**src/core/mszc_pkg.sv**
```systemverilog
// Function
// - size register written as one byte
// - expansion size register written as one byte
// - reset loads size register with cfh
// - reset loads expansion register with 0ch
// - bits 7..5 pick fast ram size
// - bits 3..0 pick rom size
// - bits 4..0 pick expansion ram size
// - clocked serial programming uses internal oscillator
// - async serial programming uses crystal or external clock
// - mode pin low normal, high programming
package mszc_pkg;
	localparam logic [15:0] MSZC_MEM_SIZE_ADDR = 16'hfff0;
	localparam logic [15:0] MSZC_XRAM_SIZE_ADDR = 16'hfff4;
	localparam logic [7:0] MSZC_MEM_SIZE_RESET = 8'hcf;
	localparam logic [7:0] MSZC_XRAM_SIZE_RESET = 8'h0c;
	localparam int MSZC_RAM_LSB = 5;
	localparam int MSZC_ROM_LSB = 0;
	localparam int MSZC_XRAM_LSB = 0;
	localparam logic [7:0] MSZC_XRAM_MASK = 8'h1f;
	localparam logic [2:0] MSZC_RAM_768 = 3'h0;
	localparam logic [2:0] MSZC_RAM_1024 = 3'h6;
	localparam logic [3:0] MSZC_ROM_16K = 4'h4;
	localparam logic [3:0] MSZC_ROM_24K = 4'h6;
	localparam logic [3:0] MSZC_ROM_32K = 4'h8;
	localparam logic [3:0] MSZC_ROM_48K = 4'hc;
	localparam logic [3:0] MSZC_ROM_60K = 4'hf;
	localparam logic [4:0] MSZC_XRAM_0 = 5'h0c;
	localparam logic [4:0] MSZC_XRAM_1K = 5'h0a;
	localparam logic [4:0] MSZC_XRAM_2K = 5'h08;
	localparam logic [4:0] MSZC_XRAM_4K = 5'h04;
	localparam logic [4:0] MSZC_XRAM_6K = 5'h00;
	typedef enum logic [1:0] {MSZC_CLK_FAST_OSC, MSZC_CLK_CRYSTAL, MSZC_CLK_EXTERNAL} mszc_clk_t;
endpackage

```
**src/core/mszc_decode.sv**
```systemverilog
`timescale 1ns/1ps
module mszc_decode
	import mszc_pkg::*;
(
	input wire logic [7:0] mem_size,
	input wire logic [7:0] xram_size,
	output logic [10:0] ram_bytes,
	output logic [6:0] rom_kb,
	output logic [12:0] xram_bytes,
	output logic prohibited
);
	logic ram_bad;
	logic rom_bad;
	logic xram_bad;
	always_comb begin
		ram_bad = 1'b0;
		rom_bad = 1'b0;
		xram_bad = 1'b0;
		case (mem_size[MSZC_RAM_LSB +: 3])
			MSZC_RAM_768: ram_bytes = 11'd768;
			MSZC_RAM_1024: ram_bytes = 11'd1024;
			default: begin
				ram_bytes = 11'd0;
				ram_bad = 1'b1;
			end
		endcase
		case (mem_size[MSZC_ROM_LSB +: 4])
			MSZC_ROM_16K: rom_kb = 7'd16;
			MSZC_ROM_24K: rom_kb = 7'd24;
			MSZC_ROM_32K: rom_kb = 7'd32;
			MSZC_ROM_48K: rom_kb = 7'd48;
			MSZC_ROM_60K: rom_kb = 7'd60;
			default: begin
				rom_kb = 7'd0;
				rom_bad = 1'b1;
			end
		endcase
		case (xram_size[MSZC_XRAM_LSB +: 5])
			MSZC_XRAM_0: xram_bytes = 13'd0;
			MSZC_XRAM_1K: xram_bytes = 13'd1024;
			MSZC_XRAM_2K: xram_bytes = 13'd2048;
			MSZC_XRAM_4K: xram_bytes = 13'd4096;
			MSZC_XRAM_6K: xram_bytes = 13'd6144;
			default: begin
				xram_bytes = 13'd0;
				xram_bad = 1'b1;
			end
		endcase
		// bit 4 of the size register is fixed zero; a one there is also a bad setting
		prohibited = ram_bad | rom_bad | xram_bad | mem_size[4];
	end
endmodule

```
**src/core/mszc_regs.sv**
```systemverilog
`timescale 1ns/1ps
module mszc_regs
	import mszc_pkg::*;
(
	input wire logic mclk,
	input wire logic reset,
	input wire logic [15:0] addr,
	input wire logic wr_en,
	input wire logic rd_en,
	input wire logic [7:0] wdata,
	output logic [7:0] rdata,
	output logic rd_hit,
	input wire logic program_mode_pin,
	input wire logic sel_async_serial_port,
	input wire logic ext_clock_present,
	output logic [7:0] memory_size_select,
	output logic [7:0] expansion_ram_size_select,
	output logic [10:0] hs_ram_bytes,
	output logic [6:0] rom_kbytes,
	output logic [12:0] xram_bytes,
	output logic size_prohibited,
	output logic flash_program_mode,
	output logic [1:0] clock_source
);
	typedef struct packed {
		logic [7:0] mem_reg;
		logic [7:0] xram_reg;
		logic [7:0] rdata_reg;
		logic hit_reg;
		logic [2:0] mode_sync_reg;
		logic mode_reg;
		logic [2:0] async_sync_reg;
		logic async_reg;
		logic [2:0] ext_sync_reg;
		logic ext_reg;
		logic [10:0] ram_reg;
		logic [6:0] rom_reg;
		logic [12:0] xbytes_reg;
		logic bad_reg;
		mszc_clk_t clk_reg;
	} mszc_state_t;

	mszc_state_t state_reg;
	mszc_state_t state_next;
	logic [10:0] dec_ram;
	logic [6:0] dec_rom;
	logic [12:0] dec_xram;
	logic dec_bad;

	////////////////////////////////////////////////////////////////
	mszc_decode u_decode (
		.mem_size(state_reg.mem_reg),
		.xram_size(state_reg.xram_reg),
		.ram_bytes(dec_ram),
		.rom_kb(dec_rom),
		.xram_bytes(dec_xram),
		.prohibited(dec_bad)
	);

	////////////////////////////////////////////////////////////////
	always_comb begin
		state_next = state_reg;
		if (wr_en && addr == MSZC_MEM_SIZE_ADDR) begin
			state_next.mem_reg = wdata;
		end
		// whole byte store, upper bits held zero
		if (wr_en && addr == MSZC_XRAM_SIZE_ADDR) begin
			state_next.xram_reg = wdata & MSZC_XRAM_MASK;
		end
		state_next.hit_reg = 1'b0;
		state_next.rdata_reg = 8'h00;
		if (rd_en && addr == MSZC_MEM_SIZE_ADDR) begin
			state_next.rdata_reg = state_reg.mem_reg;
			state_next.hit_reg = 1'b1;
		end else if (rd_en && addr == MSZC_XRAM_SIZE_ADDR) begin
			state_next.rdata_reg = state_reg.xram_reg;
			state_next.hit_reg = 1'b1;
		end
		// pins are asynchronous: three stages, act once the last two agree
		state_next.mode_sync_reg = {state_reg.mode_sync_reg[1:0], program_mode_pin};
		state_next.async_sync_reg = {state_reg.async_sync_reg[1:0], sel_async_serial_port};
		state_next.ext_sync_reg = {state_reg.ext_sync_reg[1:0], ext_clock_present};
		if (state_reg.mode_sync_reg[2] == state_reg.mode_sync_reg[1]) begin
			state_next.mode_reg = state_reg.mode_sync_reg[2];
		end
		if (state_reg.async_sync_reg[2] == state_reg.async_sync_reg[1]) begin
			state_next.async_reg = state_reg.async_sync_reg[2];
		end
		if (state_reg.ext_sync_reg[2] == state_reg.ext_sync_reg[1]) begin
			state_next.ext_reg = state_reg.ext_sync_reg[2];
		end
		if (!state_reg.mode_reg || !state_reg.async_reg) begin
			state_next.clk_reg = MSZC_CLK_FAST_OSC;
		// async link takes crystal or programmer clock
		end else if (state_reg.ext_reg) begin
			state_next.clk_reg = MSZC_CLK_EXTERNAL;
		end else begin
			state_next.clk_reg = MSZC_CLK_CRYSTAL;
		end
		state_next.ram_reg = dec_ram;
		state_next.rom_reg = dec_rom;
		state_next.xbytes_reg = dec_xram;
		state_next.bad_reg = dec_bad;
		if (reset) begin
			state_next = '0;
			state_next.mem_reg = MSZC_MEM_SIZE_RESET;
			state_next.xram_reg = MSZC_XRAM_SIZE_RESET;
			state_next.clk_reg = MSZC_CLK_FAST_OSC;
		end
	end

	always_ff @(posedge mclk) begin
		state_reg <= state_next;
	end

	////////////////////////////////////////////////////////////////
	assign rdata = state_reg.rdata_reg;
	assign rd_hit = state_reg.hit_reg;
	assign memory_size_select = state_reg.mem_reg;
	assign expansion_ram_size_select = state_reg.xram_reg;
	assign hs_ram_bytes = state_reg.ram_reg;
	assign rom_kbytes = state_reg.rom_reg;
	assign xram_bytes = state_reg.xbytes_reg;
	assign size_prohibited = state_reg.bad_reg;
	assign flash_program_mode = state_reg.mode_reg;
	assign clock_source = state_reg.clk_reg;
endmodule

```
**config.mk**
```make
export PLATFORM = sky130hd
export DESIGN_NAME = mszc_regs
export DESIGN_NICKNAME = d
export VERILOG_FILES = /design/src/core/mszc_pkg.sv /design/src/core/mszc_decode.sv /design/src/core/mszc_regs.sv
export SDC_FILE = /design/constraint.sdc
export NUM_CORES = 1
export LEC_CHECK = 0
export BUFFER_PORTS_ARGS = -buffer_cell sky130_fd_sc_hd__buf_2
export CAP_MARGIN = 20
export CELL_PAD_IN_SITES_DETAIL_PLACEMENT = 1
export CELL_PAD_IN_SITES_GLOBAL_PLACEMENT = 2
export CORE_UTILIZATION = 30
export DETAILED_ROUTE_END_ITERATION = 10
export PLACE_DENSITY = 0.84
export SETUP_SLACK_MARGIN = 0.05
export SLEW_MARGIN = 20
export SYNTH_ARGS = -nofsm -noshare
export SYNTH_HDL_FRONTEND = slang
export SYNTH_HIERARCHICAL = 1
export SYNTH_SLANG_ARGS = --single-unit
```
**constraint.sdc**
```tcl
create_clock -name mclk -period 1.4 [get_ports mclk]
set_input_delay 0.07 -clock mclk [delete_from_list [all_inputs] [get_ports mclk]]
set_output_delay 0.07 -clock mclk [all_outputs]
set_load 0.02 [all_outputs]
```
# --- After elaboration in Yosys (flattened, before gate mapping) ---
# Index checks and enable logic that the tools add are counted.
word_totals:
  inputBits: 31
  out_inout_bits: 60
  elab_cells: 55
  register_bits: 68
classes:
  n_mux: 9
  reduce_logical: 13
  eq_ne: 15
  n_bitwise: 3
op_table:
  columns: ["op", "count"]
  rows:
  - ["13-bit one-hot mux with 4 select lines", 1]
  - ["16-bit equality test (second input constant)", 2]
  - ["6-bit one-hot mux with 5 select lines", 1]
  - ["11-bit one-hot mux with 2 select lines", 1]
  - ["5-bit by 4-bit equality test with 1-bit output (second input constant)", 3]
  - ["4-bit equality test (second input constant)", 3]
  - ["5-bit OR reduction", 2]
  - ["9-bit two-way mux", 1]
  - ["4-bit by 3-bit equality test with 1-bit output (second input constant)", 2]
  - ["6-bit two-way mux", 1]
  - ["5-bit by 3-bit equality test with 1-bit output (second input constant)", 1]
  - ["5-bit zero test", 1]
  - ["1-bit logical AND", 4]
  - ["2-bit OR reduction", 2]
  - ["1-bit equality test", 3]
  - ["3-bit equality test (second input constant)", 1]
  - ["3-bit zero test", 1]
  - ["1-bit two-way mux", 3]
  - ["1-bit OR", 3]
  - ["1-bit zero test", 2]
  - ["2-bit two-way mux", 1]
  - ["1-bit logical OR", 1]

# --- Depth between registers and ports, before layout ---
depth:
  depth_word: 6
  ltp_mapped: 4
  ltp_nobuf: 4

# --- Cells and area by module ---
# The synthesis kept the hierarchy.
modules_own_cells:
  columns: ["module", "area_each_um2", "instances", "seq_area_each_um2", "cells_each"]
  rows:
  - ["mszc_regs", 2597.5, 1, 1361.3, 249]
  - ["mszc_decode", 321.6, 1, 0.0, 42]

# --- Least setup slack after synthesis ---
# OpenSTA, ideal clock, no wires.
synth_timing:
  kind: "input to register"
  from: "input addr[0]"
  to: "register state_reg (netlist bit rdata[5])"
  setup_ps: 74
  required_time_ps: 1326
  path_stages: 4
  path_slack_ps: 70
  n_path_buf: 0
  t_arrival_ps: 1256
  cell_sequence: "nand4bb_4 -> nor4_4 -> nand3b_4 -> nor3b_2"
synth_via:
  elab_chain_len: 3
synth_rtl:
  columns: ["item", "line_no", "source"]
  rows:
  - ["start, declared", "mszc_regs.sv:7", "input wire logic [15:0] addr,"]
  - ["16-bit equality test", "mszc_regs.sv:72", "if (rd_en && addr == MSZC_MEM_SIZE_ADDR) begin"]
  - ["1-bit logical AND", "mszc_regs.sv:72", null]
  - ["9-bit two-way mux", "mszc_regs.sv:72", null]
  - ["end signal, assigned", "mszc_regs.sv:113", "state_reg <= state_next;"]
  - ["end, declared", "mszc_regs.sv:43", "mszc_state_t state_reg;"]
# Every way passes these cells.
# A chain may end at the register's enable or synchronous reset.

# --- Worst setup path after layout ---
layout_timing:
  from: "register state_reg (netlist bit expansion_ram_size_select[2])"
  to: "register state_reg (netlist bit size_prohibited)"
layout_via:
  elab_chain_len: 5
  elab_cells_between_ends: 9
  cone_classes: "eq/ne (4); mux (1); bitwise (2); reduce/logical (2)"
layout_rtl:
  columns: ["item", "line_no", "source"]
  rows:
  - ["5-bit by 4-bit equality test with 1-bit output, or another cell as far along", "mszc_decode.sv:38", "case (xram_size[MSZC_XRAM_LSB +: 5])"]
  - ["5-bit OR reduction (no line) *", null, null]
  - ["1-bit two-way mux *", "mszc_decode.sv:38", null]
  - ["1-bit OR * (2 in series)", "mszc_decode.sv:50", "prohibited = ram_bad | rom_bad | xram_bad | mem_size[4];"]
  - ["via dec_bad", "mszc_regs.sv:48", "logic dec_bad;"]
# The timed path passes the listed nets; every way through them passes the cells marked *.

==> metrics.txt <==
outcome=completed; nets@finish=about 380; vias in the first global route=just under 2000; final setup violation count=0; worst path required time=between 1.5 and 2 ns; Synth Register Bits=a little under 70; share of cells above drive strength 1=a little under two fifths; Layout area overhead=18.0%; Clock Skews=about 0.0094 ns; via count=~2000; Post-CTS Setup Bufs=0; mapped cell area=just under 0.003 sq mm; Max VDD drop=between 0.4 and 0.5 mV; hpwl dp=4550 microns; Avg Cell Area, Syn=between 10 and 15 sq um; Die X=roughly 100 microns; Peak Freq=around 800 MHz; DR vias/cell=approximately 4.0; setup ws final=between 0.1 and 0.15 ns; CP arrival=about 1.5 ns; clock-pin slew on the worst setup and hold paths=~0.080 ns; crit end category=register; post-place setup slack=-0.111 ns; initial core utilization=about 31%; Synth cell types=33; cts hold-fix bufs=10; post-route DRC violation count=0; Placer Congestion=roughly 0.69; Design Area, Final=between 0.003 and 0.004 sq mm; Root Driver=clkbuf_8; largest net degree at the start of global routing=25; placement-stage cell area=approximately 0.0031 sq mm; DRT Pass-1 Iters=4; Yosys warning total=6; PD cells=between 1000 and 1500 mW/mm^2; Cell Rows=35; Final Hold Viols=0; Boundary Pins=91; Pins Over Slew Limit=0; Max-Cap Viols=0; crit path time final=1.25 ns; first-pass GRT wire length=9520 microns; number of flip-flops in the largest register=13; Fillers=around 1100; Initial DRC Count=33; Max clock buf depth=2; per-cell routed wire length=between 10 and 15 microns; GRT Total Usage=around an eighth; post-CTS resize count=0; WL final=about 6200 microns; register area share after synthesis=between 40 and 50%; DIE HEIGHT=101 microns; period utilization=between 80% and 90%; hold slack=around 0.021 ns; H-tree depth=3; n_diodes=0; TritonCTS Buffers=9; Port Buffers=87; crit path max fanout=2; initial antenna violation count=0; Core ar.=approximately 0.0093 sq mm; unrepaired setup endpoints after global routing=false; DRT antenna net count=0; Pwr Total=4.11 mW; clock sinks=approximately 70; CTS tree=done; worst hold path class=primary input to register; Cells after Synth=approximately 290; remaining global-route overflow=0; Leak Pwr=around 1.6 nW; element type at the critical path start=register; CP Class=register to register; die area=0.0101 sq mm; Worst-Skew Late Latency=~0.35 ns
-- path summary, 6_finish.rpt --
check                               start                           end  slack [ns]  cells after the start
min reg2reg                 state_reg[35]                 state_reg[36]        0.45                      1
max          expansion_ram_size_select[2]               size_prohibited        0.15                      4
min                              wdata[1]  expansion_ram_size_select[1]        0.02                      3
max reg2reg  expansion_ram_size_select[2]               size_prohibited        0.15                      4
-- synthesized netlist by cell type --
cell type   n  area share [%]
clkbuf_1    8             1.0
nor2_1     21             2.7
a21bo_2     2            0.69
nand2_1     7            0.90
nor3b_1     2            0.51
conb_1      2            0.26
nand2b_4    1            0.47
nor4_4      1            0.73
nor4_1      3            0.64
xnor2_1     1            0.30
a2111oi_4   1            0.94
and4_1      1            0.30
inv_1       1            0.13
nor3_1      2            0.34
nand4bb_4   1            0.94
nand4b_1    1            0.30
nand4_1     4            0.86
nand3_1     3            0.51
buf_4      79              20
dfxtp_1    68              47
nand3b_4    1            0.69
nor2b_1    42             9.0
nand3_2     1            0.34
a21oi_1     9             1.5
a21o_1      1            0.26
and3_1      2            0.43
o221ai_2    1            0.51
nor3b_2     3             1.3
mux2i_1    13             4.5
o21ai_0     6             1.0
o21a_1      1            0.26
or4_2       1            0.30
nand2_4     1            0.39
-- area by class of cell --
cell class	count	area [sq um]	share of cell area, %
multi-input cells	157	1010	29.4
clock inverters	7	98.8	2.87
inverters	1	3.75	0.109
repair buffers	113	681	19.8
well taps	129	161	4.69
clock buffers	9	124	3.60
flip-flops and latches	68	1360	39.5
-- power breakdown --
group          total [mW]  internal (mW)  switching (mW)  leakage [nW]
clock network        1.83           1.01           0.818         0.110
registers            1.99           1.98          0.0117         0.557
logic               0.291          0.127           0.164         0.970
total                4.11           3.12           0.994          1.64
-- cell families after synthesis --
| group | Yosys count | synth area share [%] |
|---|---|---|
| AO/OA/AOI/OAI | 21 | 5.23 |
| flip-flops | 68 | 46.6 |
| XOR/XNOR | 1 | 0.300 |
| multiplexers | 13 | 4.46 |
| AND/OR/NAND/NOR | 98 | 21.6 |
| buffers and inverters | 88 | 21.5 |
| other | 2 | 0.257 |
-- metrics by stage --
stage | TNS [ns] | std cells | util [%]
2_1_floorplan | 0 | 313 | -
3_3_place_gp | -0.0801 | 458 | 33.5
3_5_place_dp | -0.548 | 458 | 33.5
4_1_cts | 0 | 484 | 36.9
5_1_grt | 0 | 484 | 36.9
6_report | 0 | 484 | 36.9
-- layer usage --
layer  wire length [microns]  global-route usage [%]  share of wire [%]  vias up
li1                        -                       -                  -      960
met1                    2670                    14.4                 43      938
met2                    3140                    21.8                 50       52
met3                     305                    4.44                4.9       10
met4                     129                    6.80                2.1        0
met5                       0                       0                  0        -
-- layout by cell type, fill, tap and decap left out, types with 2 or more instances in the layout --
cell	count
o21ai_0	6
buf_12	2
nand3_1	3
buf_2	87
nor2_1	21
clkinv_4	2
clkbuf_8	9
a21bo_2	2
nand4_1	4
nand2_1	7
dfxtp_1	68
bufinv_16	2
conb_1	24
mux2i_1	13
and3_1	2
nor3b_2	3
dlygate4sd3_1	10
nor3b_1	2
a21oi_1	9
nor4_1	3
nor3_1	2
buf_4	14
nor2b_1	42
-- critical path: stages, from the launching register on --
cell	delay, ns
dfxtp_1	0.32
nand2b_4	0.15
a2111oi_4	0.39
o221ai_2	0.15
nor2b_1	0.15
(Power assumes the default switching activity.)
